[config.mk]
export PLATFORM = sky130hd
export DESIGN_NAME = rtc_time_date_counters
export DESIGN_NICKNAME = d
export VERILOG_FILES = /design/src/design/rtc_pkg.sv /design/src/design/rtc_sec_prescaler.sv /design/src/design/rtc_time_date_counters.sv
export SDC_FILE = /design/constraint.sdc
export NUM_CORES = 1
export LEC_CHECK = 0
export ABC_AREA = 0
export BUFFER_PORTS_ARGS = -buffer_cell sky130_fd_sc_hd__clkbuf_2
export CORE_MARGIN = 2
export CORE_UTILIZATION = 50
export DETAILED_ROUTE_END_ITERATION = 7
export MAX_ROUTING_LAYER = met4
export PLACE_DENSITY = 0.7
export SKIP_CTS_REPAIR_TIMING = 1
export SYNTH_ARGS = -nofsm -noshare
export SYNTH_HDL_FRONTEND = slang
export SYNTH_SLANG_ARGS = --single-unit
[constraint.sdc]
create_clock -name ref_clk -period 2.7 [get_ports ref_clk]
set_clock_uncertainty 0.2 [all_clocks]
set_input_delay 0.27 -clock ref_clk [delete_from_list [all_inputs] [get_ports ref_clk]]
set_output_delay 0.27 -clock ref_clk [all_outputs]
set_load 0.05 [all_outputs]
[src/design/rtc_pkg.sv]
// shared constants for the rtc time and date counter group
package rtc_pkg;
    // ------------------------------------------------------------
    // register offsets
    // ------------------------------------------------------------
    localparam logic [7:0] ADDR_SCRATCH = 8'h03;
    localparam logic [7:0] ADDR_SECONDS = 8'h04;
    localparam logic [7:0] ADDR_MINUTES = 8'h05;
    localparam logic [7:0] ADDR_HOURS = 8'h06;
    localparam logic [7:0] ADDR_DATE = 8'h07;
    localparam logic [7:0] ADDR_MONTH = 8'h09;
    localparam logic [7:0] ADDR_YEAR = 8'h0a;

    // ------------------------------------------------------------
    // field positions
    // ------------------------------------------------------------
    localparam int OSC_STOP_BIT = 7;
    localparam int AFTERNOON_BIT = 5;

    // ------------------------------------------------------------
    // reset values
    // ------------------------------------------------------------
    localparam logic [7:0] RST_SCRATCH = 8'h00;
    localparam logic [6:0] RST_SECONDS = 7'h00;
    localparam logic RST_OSC_STOP = 1'b1;
    localparam logic [6:0] RST_MINUTES = 7'h00;
    localparam logic [5:0] RST_HOURS = 6'h00;
    localparam logic [5:0] RST_DATE = 6'h01;
    localparam logic [4:0] RST_MONTH = 5'h01;
    localparam logic [7:0] RST_YEAR = 8'h00;

    // ------------------------------------------------------------
    // counter limits (bcd) and timing
    // ------------------------------------------------------------
    localparam logic [6:0] BCD_59 = 7'h59;
    localparam logic [5:0] BCD_23 = 6'h23;
    localparam logic [4:0] BCD_11 = 5'h11;
    localparam logic [4:0] BCD_12 = 5'h12;
    localparam logic [4:0] BCD_01 = 5'h01;
    localparam logic [7:0] BCD_99 = 8'h99;
    localparam int XTAL_EDGES_PER_SECOND = 32768;
endpackage

[src/design/rtc_sec_prescaler.sv]
// crystal edge synchroniser and divider producing a one-second tick
module rtc_sec_prescaler #(
    parameter int DIVIDE = 32768
) (
    input wire logic ref_clk,
    input wire logic arst_n,
    input wire logic xtalClk,
    output logic secTick
);
    // ------------------------------------------------------------
    // synchroniser and edge detect
    // ------------------------------------------------------------
    logic xtalMeta_reg;
    logic xtalSync_reg;
    logic xtalLast_reg;
    logic [31:0] edgeCnt_reg;
    logic xtalRise;

    // crystal runs on its own clock, so two flops before any use
    always_ff @(posedge ref_clk or negedge arst_n) begin
        if (!arst_n) begin
            xtalMeta_reg <= 1'b0;
            xtalSync_reg <= 1'b0;
            xtalLast_reg <= 1'b0;
        end else begin
            xtalMeta_reg <= xtalClk;
            xtalSync_reg <= xtalMeta_reg;
            xtalLast_reg <= xtalSync_reg;
        end
    end

    assign xtalRise = xtalSync_reg && !xtalLast_reg;

    // ------------------------------------------------------------
    // divider
    // ------------------------------------------------------------
    // a stopped crystal simply freezes the count; no tick is faked
    always_ff @(posedge ref_clk or negedge arst_n) begin
        if (!arst_n) begin
            edgeCnt_reg <= 32'h0000_0000;
            secTick <= 1'b0;
        end else begin
            secTick <= 1'b0;
            if (xtalRise) begin
                if (edgeCnt_reg == 32'(DIVIDE - 1)) begin
                    edgeCnt_reg <= 32'h0000_0000;
                    secTick <= 1'b1;
                end else begin
                    edgeCnt_reg <= edgeCnt_reg + 32'h0000_0001;
                end
            end
        end
    end
endmodule

[src/design/rtc_time_date_counters.sv]
// bcd time and date counters with scratch byte and oscillator stop flag
// Behaviour
// scratch byte at 03h, resets zero
// seconds bcd 00 to 59 at 04h
// oscillator stop flag bit 7, set at reset
// minutes bcd 00 to 59, bit 7 zero
// 24-hour mode hours 0 to 23
// 12-hour mode hours 1 to 12
// bit 5 is afternoon in 12-hour mode
// date 01 to 31, resets to 01
// date rollover with leap-year february
// year bcd 00 to 99 drives leap
// one-second carry chain through date
module rtc_time_date_counters
    import rtc_pkg::*;
#(
    parameter int XTAL_DIVIDE = XTAL_EDGES_PER_SECOND
) (
    input wire logic ref_clk,
    input wire logic arst_n,
    input wire logic xtalClk,
    input wire logic oscStopped,
    input wire logic hourMode12,
    input wire logic [7:0] regAddr,
    input wire logic regWrEn,
    input wire logic [7:0] regWrData,
    output logic [7:0] regRdData,
    output logic secondPulse
);
    // ------------------------------------------------------------
    // helpers
    // ------------------------------------------------------------
    // bcd increment of two digits, no limit check
    function automatic logic [7:0] bcdInc(input logic [7:0] v);
        logic [7:0] r;
        r = v;
        if (v[3:0] >= 4'h9) begin
            r[3:0] = 4'h0;
            r[7:4] = v[7:4] + 4'h1;
        end else begin
            r[3:0] = v[3:0] + 4'h1;
        end
        return r;
    endfunction

    // last date of a month, bcd; year 00..99 means 2000..2099
    function automatic logic [5:0] lastDay(input logic [4:0] m,
                                           input logic [7:0] y);
        logic leap;
        leap = (!y[4] && (y[3:0] == 4'h0 || y[3:0] == 4'h4 ||
                          y[3:0] == 4'h8)) ||
               (y[4] && (y[3:0] == 4'h2 || y[3:0] == 4'h6));
        case (m)
            5'h02: lastDay = leap ? 6'h29 : 6'h28;
            5'h04, 5'h06, 5'h09, 5'h11: lastDay = 6'h30;
            default: lastDay = 6'h31;
        endcase
    endfunction

    // ------------------------------------------------------------
    // state
    // ------------------------------------------------------------
    logic [7:0] scratch_reg;
    logic oscStop_reg;
    logic [6:0] seconds_reg;
    logic [6:0] minutes_reg;
    logic [5:0] hours_reg;
    logic [5:0] date_reg;
    logic [4:0] month_reg;
    logic [7:0] year_reg;
    logic oscMeta_reg;
    logic oscSync_reg;
    logic secTick;
    logic secWrap;
    logic minWrap;
    logic hourWrap;
    logic dateWrap;
    logic monthWrap;
    logic wrSec;
    logic wrMin;
    logic wrHour;
    logic wrDate;
    logic wrMonth;
    logic wrYear;
    logic [4:0] hour12;

    rtc_sec_prescaler #(
        .DIVIDE(XTAL_DIVIDE)
    ) u_prescaler (
        .ref_clk(ref_clk),
        .arst_n(arst_n),
        .xtalClk(xtalClk),
        .secTick(secTick)
    );

    // host write strobes per register
    assign wrSec = regWrEn && regAddr == ADDR_SECONDS;
    assign wrMin = regWrEn && regAddr == ADDR_MINUTES;
    assign wrHour = regWrEn && regAddr == ADDR_HOURS;
    assign wrDate = regWrEn && regAddr == ADDR_DATE;
    assign wrMonth = regWrEn && regAddr == ADDR_MONTH;
    assign wrYear = regWrEn && regAddr == ADDR_YEAR;

    // carry chain; each stage only moves when the one below wraps
    assign hour12 = hours_reg[4:0];
    assign secWrap = secTick && seconds_reg == BCD_59;
    assign minWrap = secWrap && minutes_reg == BCD_59;
    assign hourWrap = minWrap && (hourMode12 ?
        (hour12 == BCD_11 && hours_reg[AFTERNOON_BIT]) :
        hours_reg == BCD_23);
    assign dateWrap = hourWrap && date_reg == lastDay(month_reg, year_reg);
    assign monthWrap = dateWrap && month_reg == BCD_12;

    // ------------------------------------------------------------
    // scratch byte
    // ------------------------------------------------------------
    always_ff @(posedge ref_clk or negedge arst_n) begin
        if (!arst_n) begin
            scratch_reg <= RST_SCRATCH;
        end else if (regWrEn && regAddr == ADDR_SCRATCH) begin
            scratch_reg <= regWrData;
        end
    end

    // ------------------------------------------------------------
    // oscillator stop flag
    // ------------------------------------------------------------
    // pin is asynchronous, so two flops before the flag logic
    always_ff @(posedge ref_clk or negedge arst_n) begin
        if (!arst_n) begin
            oscMeta_reg <= 1'b0;
            oscSync_reg <= 1'b0;
        end else begin
            oscMeta_reg <= oscStopped;
            oscSync_reg <= oscMeta_reg;
        end
    end

    // a stop event beats a clearing write in the same cycle
    always_ff @(posedge ref_clk or negedge arst_n) begin
        if (!arst_n) begin
            oscStop_reg <= RST_OSC_STOP;
        end else if (oscSync_reg) begin
            oscStop_reg <= 1'b1;
        end else if (wrSec) begin
            oscStop_reg <= regWrData[OSC_STOP_BIT];
        end
    end

    // ------------------------------------------------------------
    // seconds and minutes
    // ------------------------------------------------------------
    // host write wins over the tick for the written register
    always_ff @(posedge ref_clk or negedge arst_n) begin
        if (!arst_n) begin
            seconds_reg <= RST_SECONDS;
        end else if (wrSec) begin
            seconds_reg <= regWrData[6:0];
        end else if (secWrap) begin
            seconds_reg <= 7'h00;
        end else if (secTick) begin
            seconds_reg <= 7'(bcdInc({1'b0, seconds_reg}));
        end
    end

    always_ff @(posedge ref_clk or negedge arst_n) begin
        if (!arst_n) begin
            minutes_reg <= RST_MINUTES;
        end else if (wrMin) begin
            minutes_reg <= regWrData[6:0];
        end else if (minWrap) begin
            minutes_reg <= 7'h00;
        end else if (secWrap) begin
            minutes_reg <= 7'(bcdInc({1'b0, minutes_reg}));
        end
    end

    // ------------------------------------------------------------
    // hours, 12 or 24 hour format
    // ------------------------------------------------------------
    // switching format does not convert the stored value
    always_ff @(posedge ref_clk or negedge arst_n) begin
        if (!arst_n) begin
            hours_reg <= RST_HOURS;
        end else if (wrHour) begin
            hours_reg <= regWrData[5:0];
        end else if (minWrap) begin
            if (!hourMode12) begin
                if (hours_reg == BCD_23) begin
                    hours_reg <= 6'h00;
                end else begin
                    hours_reg <= 6'(bcdInc({2'b00, hours_reg}));
                end
            end else if (hour12 == BCD_12) begin
                hours_reg[4:0] <= BCD_01;
            end else if (hour12 == BCD_11) begin
                hours_reg[4:0] <= BCD_12;
                hours_reg[AFTERNOON_BIT] <= !hours_reg[AFTERNOON_BIT];

            end else begin
                hours_reg[4:0] <= 5'(bcdInc({3'b000, hour12}));
            end
        end
    end

    // ------------------------------------------------------------
    // date, month, year
    // ------------------------------------------------------------
    always_ff @(posedge ref_clk or negedge arst_n) begin
        if (!arst_n) begin
            date_reg <= RST_DATE;
        end else if (wrDate) begin
            date_reg <= regWrData[5:0];
        end else if (dateWrap) begin
            date_reg <= RST_DATE;
        end else if (hourWrap) begin
            date_reg <= 6'(bcdInc({2'b00, date_reg}));
        end
    end

    always_ff @(posedge ref_clk or negedge arst_n) begin
        if (!arst_n) begin
            month_reg <= RST_MONTH;
        end else if (wrMonth) begin
            month_reg <= regWrData[4:0];
        end else if (monthWrap) begin
            month_reg <= BCD_01;
        end else if (dateWrap) begin
            month_reg <= 5'(bcdInc({3'b000, month_reg}));
        end
    end

    always_ff @(posedge ref_clk or negedge arst_n) begin
        if (!arst_n) begin
            year_reg <= RST_YEAR;
        end else if (wrYear) begin
            year_reg <= regWrData;
        end else if (monthWrap) begin
            // century is fixed, 99 wraps to 00
            year_reg <= (year_reg == BCD_99) ? 8'h00 : bcdInc(year_reg);

        end
    end

    // ------------------------------------------------------------
    // read port and tick output
    // ------------------------------------------------------------
    // one cycle of latency; unused bits and unmapped offsets read zero
    always_ff @(posedge ref_clk or negedge arst_n) begin
        if (!arst_n) begin
            regRdData <= 8'h00;
            secondPulse <= 1'b0;
        end else begin
            secondPulse <= secTick;
            case (regAddr)
                ADDR_SCRATCH: regRdData <= scratch_reg;
                ADDR_SECONDS: regRdData <= {oscStop_reg, seconds_reg};
                ADDR_MINUTES: regRdData <= {1'b0, minutes_reg};
                ADDR_HOURS: regRdData <= {2'b00, hours_reg};
                ADDR_DATE: regRdData <= {2'b00, date_reg};
                ADDR_MONTH: regRdData <= {3'b000, month_reg};
                ADDR_YEAR: regRdData <= year_reg;
                default: regRdData <= 8'h00;
            endcase
        end
    end

    // ------------------------------------------------------------
    // checks
    // ------------------------------------------------------------
    property p_scratch_store;
        @(posedge ref_clk) disable iff (!arst_n)
        regWrEn && regAddr == ADDR_SCRATCH ##1 regAddr == ADDR_SCRATCH
        |=> regRdData == $past(regWrData, 2);
    endproperty
    a_scratch_store: assert property (p_scratch_store)
        else $error("scratch byte did not read back");

    property p_sec_wrap;
        @(posedge ref_clk) disable iff (!arst_n)
        secTick && seconds_reg == 7'h59 && !wrSec |=> seconds_reg == 7'h00;
    endproperty
    a_sec_wrap: assert property (p_sec_wrap)
        else $error("seconds did not wrap at 59");

    property p_osc_flag;
        @(posedge ref_clk) disable iff (!arst_n)
        $rose(oscStopped) |-> ##[2:3] oscStop_reg;
    endproperty
    a_osc_flag: assert property (p_osc_flag)
        else $error("stop flag not set after oscillator stop");

    property p_min_bit7;
        @(posedge ref_clk) disable iff (!arst_n)
        regAddr == ADDR_MINUTES |=> !regRdData[7];
    endproperty
    a_min_bit7: assert property (p_min_bit7)
        else $error("minutes bit 7 read as one");

    property p_hour24_wrap;
        @(posedge ref_clk) disable iff (!arst_n)
        minWrap && !hourMode12 && hours_reg == 6'h23 && !wrHour
        |=> hours_reg == 6'h00 && $changed(date_reg);
    endproperty
    a_hour24_wrap: assert property (p_hour24_wrap)
        else $error("24-hour wrap wrong");

    property p_hour12_wrap;
        @(posedge ref_clk) disable iff (!arst_n)
        minWrap && hourMode12 && hour12 == 5'h12 && !wrHour
        |=> hours_reg[4:0] == 5'h01 && $stable(hours_reg[AFTERNOON_BIT]);
    endproperty
    a_hour12_wrap: assert property (p_hour12_wrap)
        else $error("12 did not become 1");

    property p_afternoon_toggle;
        @(posedge ref_clk) disable iff (!arst_n)
        minWrap && hourMode12 && hour12 == 5'h11 && !wrHour
        |=> hours_reg[4:0] == 5'h12 && $changed(hours_reg[AFTERNOON_BIT]);
    endproperty
    a_afternoon_toggle: assert property (p_afternoon_toggle)
        else $error("afternoon indicator did not toggle at 12");

    property p_date_top;
        @(posedge ref_clk) disable iff (!arst_n)
        regAddr == ADDR_DATE |=> regRdData[7:6] == 2'b00;
    endproperty
    a_date_top: assert property (p_date_top)
        else $error("date unused bits nonzero");

    property p_leap_feb;
        @(posedge ref_clk) disable iff (!arst_n)
        hourWrap && date_reg == 6'h28 && month_reg == 5'h02 &&
        year_reg == 8'h24 && !wrDate |=> date_reg == 6'h29;
    endproperty
    a_leap_feb: assert property (p_leap_feb)
        else $error("leap february skipped the 29th");

    property p_year_wrap;
        @(posedge ref_clk) disable iff (!arst_n)
        monthWrap && year_reg == 8'h99 && !wrYear |=> year_reg == 8'h00;
    endproperty
    a_year_wrap: assert property (p_year_wrap)
        else $error("year did not wrap at 99");

    property p_sec_step;
        @(posedge ref_clk) disable iff (!arst_n)
        secTick && seconds_reg == 7'h09 && !wrSec
        |=> seconds_reg == 7'h10 && secondPulse ##1 !secondPulse;
    endproperty
    a_sec_step: assert property (p_sec_step)
        else $error("seconds bcd step wrong");
endmodule

# Yosys cells after proc, flatten, opt, wreduce, memory -nomap -nowiden
# Cells that the tools add are included.
# Widths: inputs -> output; s select.
[word_totals]
ff_bits = 95
in_bits = 22
output_inout_bits = 9
elab_cells = 162
[op_classes]
n_addsub = 14
magnitude_cmp = 6
n_eq_ne = 28
n_mux = 45
reduce_logical = 45
[op_table]
columns = ["cell", "count"]
rows = [
  ["$pmux 8 s7", 1],
  ["$mux 6", 7],
  ["$mux 7", 6],
  ["$add 32x1->32 const B", 1],
  ["$eq 32x15->1 const B", 1],
  ["$eq 8x3->1 const B", 4],
  ["$mux 32", 1],
  ["$add 4x1->4 const B", 7],
  ["$mux 4", 7],
  ["$reduce_bool 3->1", 9],
  ["$mux 5", 5],
  ["$ge 4x4->1 const B", 6],
  ["$mux 8", 3],
  ["$eq 5x5->1 const B", 4],
  ["$eq 8x4->1 const B", 2],
  ["$logic_and 1x1->1", 16],
  ["$eq 7x7->1 const B", 2],
  ["$eq 5x3->1 const B", 2],
  ["$mux 1", 10],
  ["$pmux 5 s2", 1],
  ["$reduce_and 2->1", 5],
  ["$eq 4x3->1 const B", 2],
  ["$eq 8x2->1 const B", 1],
  ["$eq 8x8->1 const B", 1],
  ["22 further kinds", 34],
]

# Depth between registers and ports, before layout
# Gate-level depths: netlist of run 1.
[depth]
ltp_word = 12
depth_mapped = 10

# By module
# From an unflattened synthesis of run 1, not the netlist that was laid out.
[unflattened]
hier_cells = 603
hier_area_um2 = 5833.1
[modules_own_cells]
columns = ["mod", "n_inst", "cells_each", "area_each_um2"]
rows = [
  ["rtc_time_date_counters", 1, 445, 4063.9],
  ["rtc_sec_prescaler", 1, 158, 1769.2],
]

# Worst setup path before layout of run 1
# OpenSTA, ideal clock, no wires.
[synth_timing]
path_type = "register to register"
from = "reg month_reg[0]"
to = "reg year_reg[3]"
setup_time_ns = 0.082
arrival_ns = 2.654
required_time_ns = 2.418
setup_slack_ns = -0.235
stages_incl_launch_ff = 10
path_buffers = 1
cell_sequence = "dfstp_2 > inv_1 > ha_1 > nor4b_4 > mux2i_1 > or4_1 > or3_1 > buf_2 > or4_1 > a31oi_1"
[synth_between]
elab_chain_len = 7
word_cells_on_any_way = 12
classes_between = "eq/ne: 7; mux: 1; reduce/logical: 4"
[synth_lines]
columns = ["element", "line_no", "rtl"]
rows = [
  ["from (decl)", "rtc_time_date_counters.sv:69", "logic [4:0] month_reg;"],
  ["from (signal assigned)", "rtc_time_date_counters.sv:225", "month_reg <= regWrData[4:0];"],
  ["from (signal assigned)", "rtc_time_date_counters.sv:229", "month_reg <= 5'(bcdInc({3'b000, month_reg}));"],
  ["$eq 5x3->1, or another cell as far along", "rtc_time_date_counters.sv:53", "case (m)"],
  ["$reduce_or 4->1", "rtc_time_date_counters.sv:53", ""],
  ["$pmux 5 s2", "rtc_time_date_counters.sv:53", ""],
  ["$eq 6x6->1", "rtc_time_date_counters.sv:111", "assign dateWrap = hourWrap && date_reg == lastDay(month_reg, year_reg);"],
  ["$logic_and 1x1->1", "rtc_time_date_counters.sv:111", ""],
  ["$logic_and 1x1->1 (*)", "rtc_time_date_counters.sv:112", "assign monthWrap = dateWrap && month_reg == BCD_12;"],
  ["$reduce_bool 2->1 (no source line) (*)", "--", ""],
  ["to (signal assigned)", "rtc_time_date_counters.sv:237", "year_reg <= regWrData;"],
  ["to (signal assigned)", "rtc_time_date_counters.sv:240", "year_reg <= (year_reg == BCD_99) ? 8'h00 : bcdInc(year_reg);"],
  ["to (decl)", "rtc_time_date_counters.sv:70", "logic [7:0] year_reg;"],
]
# Every way passes the cells marked *; elsewhere a longest branch is shown, timed or not.
# A chain may end at the register's enable or synchronous reset.

# Worst setup path in the final report of run 1
[layout_timing]
from = "reg hours_reg[1]"
to = "reg year_reg[4]"
[layout_between]
elab_chain_len = 8
word_cells_on_any_way = 9
classes_between = "eq/ne: 2; mux: 1; reduce/logical: 6"
[layout_lines]
columns = ["element", "line_no", "rtl"]
rows = [
  ["from (decl)", "rtc_time_date_counters.sv:67", "logic [5:0] hours_reg;"],
  ["from (signal assigned)", "rtc_time_date_counters.sv:186", "hours_reg <= regWrData[5:0];"],
  ["from (signal assigned)", "rtc_time_date_counters.sv:192", "hours_reg <= 6'(bcdInc({2'b00, hours_reg}));"],
  ["from (signal, indexed assignment)", "rtc_time_date_counters.sv:198", "hours_reg[AFTERNOON_BIT] <= !hours_reg[AFTERNOON_BIT];"],
  ["$eq 5x5->1", "rtc_time_date_counters.sv:109", "(hour12 == BCD_11 && hours_reg[AFTERNOON_BIT]) :"],
  ["$logic_and 1x1->1", "rtc_time_date_counters.sv:109", ""],
  ["$mux 1 (*)", "rtc_time_date_counters.sv:108", "assign hourWrap = minWrap && (hourMode12 ?"],
  ["$logic_and 1x1->1 (*)", "rtc_time_date_counters.sv:108", ""],
  ["$logic_and 1x1->1 (*)", "rtc_time_date_counters.sv:111", ""],
  ["$logic_and 1x1->1 (*)", "rtc_time_date_counters.sv:112", ""],
  ["$reduce_bool 2->1 (no source line) (*)", "--", ""],
  ["$reduce_and 2->1 (no source line) (*)", "--", ""],
]
# Marked as above.

==> results of run 1 <==
worst max path at each step:
stage                 start           to  slack [ps]  depth (start not counted)
2_1_floorplan  month_reg[0]  year_reg[3]        -170                          9
5_1_grt        hours_reg[1]  year_reg[4]        -290                          7
3_5_place_dp   hours_reg[1]  year_reg[4]        -240                          8
3_3_place_gp   hours_reg[1]  year_reg[3]        -140                          8
4_1_cts        hours_reg[1]  year_reg[4]        -290                          8
6_report       hours_reg[1]  year_reg[4]        -240                          7
cell type report:
| cell class | count | area (µm²) | share of cell area [%] |
|---|---|---|---|
| Clock buffer | 10 | 138 | 2.05 |
| Inverter | 23 | 86.3 | 1.28 |
| Timing Repair Buffer | 101 | 708 | 10.5 |
| Sequential cell | 95 | 2380 | 35.4 |
| Tap cell | 140 | 175 | 2.60 |
| Clock inverter | 6 | 78.8 | 1.17 |
| Multi-Input combinational cell | 449 | 3160 | 46.9 |
power groups by stage:
stage	registers (W)	logic, W	clock network, W
floorplan	0.00162	0.000259	0
global placement	0.00161	0.000469	0
detailed placement	0.00162	0.000490	0
CTS	0.00159	0.000493	0.00104
global route	0.00161	0.000584	0.00109
finish	0.00160	0.000526	0.00102
stage by stage:
| stage | setup slack (ps) | std cells |
|---|---|---|
| after CTS | -290 | 817 |
| final | -240 | 824 |
| after global routing | -289 | 824 |
| after floorplan | -174 | 589 |
| after detailed placement | -245 | 801 |
| after global placement | -144 | 801 |
cell families (layout without fill, tap and decap cells):
| family | after synthesis | count (layout) | synth area share [%] |
|---|---|---|---|
| XOR/XNOR | 33 | 33 | 5.20 |
| flip-flops | 95 | 95 | 42.9 |
| AO/OA/AOI/OAI | 130 | 130 | 15.6 |
| adder cells (fa/ha/maj) | 29 | 29 | 6.53 |
| buffers and inverters | 45 | 140 | 3.36 |
| multiplexers | 19 | 19 | 3.94 |
| AND/OR/NAND/NOR | 238 | 238 | 22.5 |
metal layers:
metal  track usage (%)  wire, µm  part of all wire (%)  vias up
li1                  -         -                     -     2316
met1              36.2      6450                    45     2403
met2              41.5      6800                    47      169
met3              3.68       835                   5.8       30
met4              8.14       331                   2.3        0
met5                 -         0                     0        -
cells in the final DEF (no fill, tap or decap), types with 5 or more instances in the layout:
cell	synthesis	layout
a22oi_1	7	7
o21ai_0	35	30
clkbuf_2	0	29
a31oi_1	11	8
a21oi_1	20	19
xnor2_1	25	25
mux2i_1	5	5
ha_1	29	26
inv_1	23	20
nand3_1	22	22
nor4_1	6	6
mux2_2	13	13
buf_4	1	67
clkbuf_8	0	10
o22ai_1	5	5
nand4_1	11	11
dfrtp_1	92	91
a22o_1	9	9
nor3_1	16	15
nor3b_1	6	5
nor2b_1	9	9
and3_1	18	17
a21boi_0	5	5
nand2_1	60	60
nor2_1	54	54
nand2b_1	5	5
xor2_1	8	8
worst reg2reg max path, stage by stage, from the launching register on:
cell,delay (ps)
dfrtp_1,430
ha_1,210
nor3b_2,240
o21ai_2,120
or4_4,540
or3_4,430
or4_4,510
a31oi_4,190
==> results.yml, run 1 <==
outcome:
  outcome: "finished, violations left"
  violations: "setup timing"
worst_hold_path:
  hold_path_class: "primary input to flop"
  hold_end: "scratch_reg[6]"
  whs_path_depth: 2
  holdCritStartpoint: "regWrData[6]"
setup_path:
  path_max_fanout: 5
  cp-end-kind: "flop"
  crit_path_max_incr_delay_ps: 540
  worstPathRequired_ps: 2800
  r2r_cells: 7
  path_buf_inv: 0
  r2r_start: "hours_reg[1]"
  r2r_slack_ps: -240
  critical_path.top_delay_family: "simple AND/OR/NAND/NOR gates"
  criticalPathCategory: "flop to flop"
  regToRegEndpoint: "year_reg[4]"
  cp-start-kind: "flop"
  slowest_stage: "or4_4"
  crit_chain: "ha_1 -> nor3b_2 -> o21ai_2 -> or4_4 -> or3_4 -> or4_4 -> a31oi_4"
  arrival_ps: 3040
  crit_top_cell: "or4_4"
power_and_ir_drop:
  p_leak_nw: 3.04
  finalPower_w: 0.00314
  p_switching_w: 0.000918
  clkPwrFrac_pct: 32.4
  power.share.sequential_pct: 50.9
  vdd_drop_max_uv: 269
  pwr-share-comb_pct: 16.7
  intPower_w: 0.00222
  switching_share_pct: 29.3
  power_density_mw_per_mm2: 467
yosys:
  synth_common_cells: "dfrtp_1 (92), nand2_1 (60), nor2_1 (54)"
  synth.distinct_cells: 59
  async_flop_share_pct: 100
  yosysMostFrequentCell: "dfrtp_1"
  syn_nets: 640
  yosysWarnings: 0
  synth_seq_area_share_pct: 42.9
  avgSynthCellArea_um2: 9.43
  synth_edf_count: 0
  synth_top_area_share_pct: 41.4
  yosysTopAreaCell: "dfrtp_1"
  netlist_instances: 589
  synth_flop_cell: "dfrtp_1"
  synth_area_mm2: 0.00556
  ys_top_cells_by_area: "dfrtp_1 (41%), ha_1 (6.5%), nand2_1 (4.1%)"
  ys_seq_elements: 95
global_route:
  overflow: 0
  grt_pass1_wl_um: 23700
  antenna_found_initial: 0
  grt_use_total_pct: 26.6
  grt_pass1_vias: 4750
  grt_max_degree: 55
timing:
  max_slew_margin_pct: 61.5
  slew_violations: 0
  finalWorstSetupSlack_ps: -240
  hold_viol: 0
  rsz0062_at_grt: "yes"
  setup-violations-final: 12
  worst_pin_slew_ps: 577
  fin_crit_ps: 2940
  fin_tns_setup_ps: -933
  period_share_pct: 109
  whs_ps: 44.3
  max_freq_mhz: 340
clock_tree:
  clk_path_buf_depth: 2
  cts.sinks: 95
  clk_latency_ps: 390
  clkSlewWorstSetupHoldPaths_ps: 90
  h-tree-depth: 3
  clockRootBuffer: "clkbuf_8"
  cts_inserted_buffers: 9
  tritoncts: "yes"
route:
  vias_per_cell: 5.97
  ant_nets: 0
  drt_pre_antenna_iters: 6
  wl_um: 14400
  post-route-drc-count: 0
  routedWlPerCell_um: 17.5
  vias: 4918
  drtIter0Drc: 388
placement:
  io_buffers: 30
  hpwlAfterDp_um: 10400
  gp_congestion: 0.912
  dpl_cell_area_mm2: 0.00630
cells_and_area:
  fill_cells: 897
  postLayoutCoreUtil_pct: 62.0
  synthToLayoutAreaGrowth_pct: 21.1
  largest_reg_flops: 32
  drive_above_1_share_pct: 23.2
  nNetsFinal: 730
  design_area_mm2: 0.00673
  antenna_cells: 0
die:
  die_y_um: 109
  dieArea_mm2: 0.0120
  coreArea_mm2: 0.0108
  die_w_um: 109
  row_count: 38
  io-pin-count: 31
  start_util_pct: 51.2
job:
  cap_violations: 0
(Power assumes the default switching activity.)
==> run 2, diff against run 1 <==
--- a/config.mk
+++ b/config.mk
@@ -12,6 +12,7 @@
 export DETAILED_ROUTE_END_ITERATION = 7
 export MAX_ROUTING_LAYER = met4
 export PLACE_DENSITY = 0.7
+export RECOVER_POWER = 100
 export SKIP_CTS_REPAIR_TIMING = 1
 export SYNTH_ARGS = -nofsm -noshare
 export SYNTH_HDL_FRONTEND = slang
==> results.yml, run 2 (synthesis gave the netlist of run 1 again) <==
cells_and_area:
  postLayoutCoreUtil_pct: 61.3
  largest_reg_flops: 32
  layoutNonFillerInstCount: 824
  antenna_cells: 0
  layout_common_cells: "dfrtp_1 (91), nand2_1 (60), nor2_1 (54), buf_4 (49), o21ai_0 (30)"
  nNetsFinal: 730
  synthToLayoutAreaGrowth_pct: 19.6
  mostFrequentLayoutCell: "dfrtp_1"
  drive_above_1_share_pct: 19.6
die:
  coreArea_mm2: 0.0108
  start_util_pct: 51.2
  dieArea_mm2: 0.0120
  die_w_um: 109
  row_count: 38
  die_y_um: 109
  io-pin-count: 31
setup_path:
  path_max_fanout: 5
  worstPathRequired_ps: 2800
  criticalPathCategory: "flop to flop"
  cp-end-kind: "flop"
  arrival_ps: 3040
  cp-start-kind: "flop"
route:
  drtIter0Drc: 416
  vias: 4894
  post-route-drc-count: 0
  vias_per_cell: 5.94
  wl_um: 14400
  ant_nets: 0
  routedWlPerCell_um: 17.5
  drt_pre_antenna_iters: 5
global_route:
  grt_use_total_pct: 26.6
  overflow: 0
  grt_pass1_wl_um: 23700
  grt_pass1_vias: 4750
  antenna_found_initial: 0
  grt_max_degree: 55
clock_tree:
  clk_path_buf_depth: 2
  clockRootBuffer: "clkbuf_8"
  tritoncts: "yes"
  cts_inserted_buffers: 9
  h-tree-depth: 3
  cts.sinks: 95
  clk_latency_ps: 380
  clkSlewWorstSetupHoldPaths_ps: 90
placement:
  io_buffers: 30
  placed_cells: 801
  gp_congestion: 0.912
  hpwlAfterDp_um: 10400
  dpl_worst_slack_ps: -245
timing:
  fin_tns_setup_ps: -944
  max_slew_margin_pct: 27.1
  period_share_pct: 109
  setup-violations-final: 13
  rsz0062_at_grt: "yes"
  finalWorstSetupSlack_ps: -240
  hold_viol: 0
  slew_violations: 0
  worst_pin_slew_ps: 1090
  max_freq_mhz: 340
  fin_crit_ps: 2940
power_and_ir_drop:
  vdd_drop_max_uv: 269
  p_leak_nw: 2.94
  power_density_mw_per_mm2: 471
outcome:
  outcome: "finished, violations left"
  violations: "setup timing"
job:
  cap_violations: 0
worst_hold_path:
  hold_path_class: "primary input to flop"
==> run 2: critical path, cell delays in order, from the launching register on <==
cell     delay, ps
dfrtp_1        430
ha_1           210
nor3b_2        250
o21ai_2        120
or4_4          540
or3_4          430
or4_4          510
a31oi_4        180
==> run 2: layout make-up <==
| cell class | instances | area, µm² |
|---|---|---|
| clock buffers | 10 | 138 |
| clock inverters | 6 | 78.8 |
| fillers | 917 | 4200 |
| inverters | 23 | 86.3 |
| multi-input cells | 449 | 3160 |
| flip-flops and latches | 95 | 2380 |
| well taps | 140 | 175 |
| repair buffers | 101 | 626 |
==> run 2: worst paths after layout <==
kind / cells after the start / slack (ps) / startpoint / to
worst max-delay path: 7 / -240 / hours_reg[1] / year_reg[4]
min in group asynchronous: 2 / 430 / arst_n / minutes_reg[4]
worst min register to register: 0 / 160 / u_prescaler.xtalMeta_reg / u_prescaler.xtalSync_reg
worst max register to register: 7 / -240 / hours_reg[1] / year_reg[4]
worst min-delay path: 2 / 50 / regWrData[6] / scratch_reg[6]
max in group asynchronous: 3 / 470 / arst_n / u_prescaler.xtalSync_reg
==> run 2: per-stage QoR <==
stage / cell area, µm² / power, W / hold WS, ps
after CTS: 6520 / 0.00312 / -300
after detailed placement: 6300 / 0.00211 / 110
after floorplan: 5590 / 0.00188 / -226
after global routing: 6640 / 0.00327 / 46.6
final: 6640 / 0.00313 / 48.4
after global placement: 6300 / 0.00208 / 109
==> run 2: report_power, final <==
| group | internal [W] | total [W] | leakage [nW] | switching [W] |
|---|---|---|---|---|
| logic | 0.000232 | 0.000515 | 1.60 | 0.000283 |
| registers | 0.00151 | 0.00160 | 1.24 | 0.0000842 |
| clock network | 0.000466 | 0.00101 | 0.102 | 0.000549 |
==> run 2: per-layer routing <==
layer	vias to the layer above	wire length [µm]	GRT usage (%)	part of all wire [%]
li1	2316	-	-	-
met1	2392	6480	36.2	45
met2	169	6850	41.5	48
met3	17	820	3.68	5.7
met4	0	228	8.14	1.6
met5	-	0	-	0
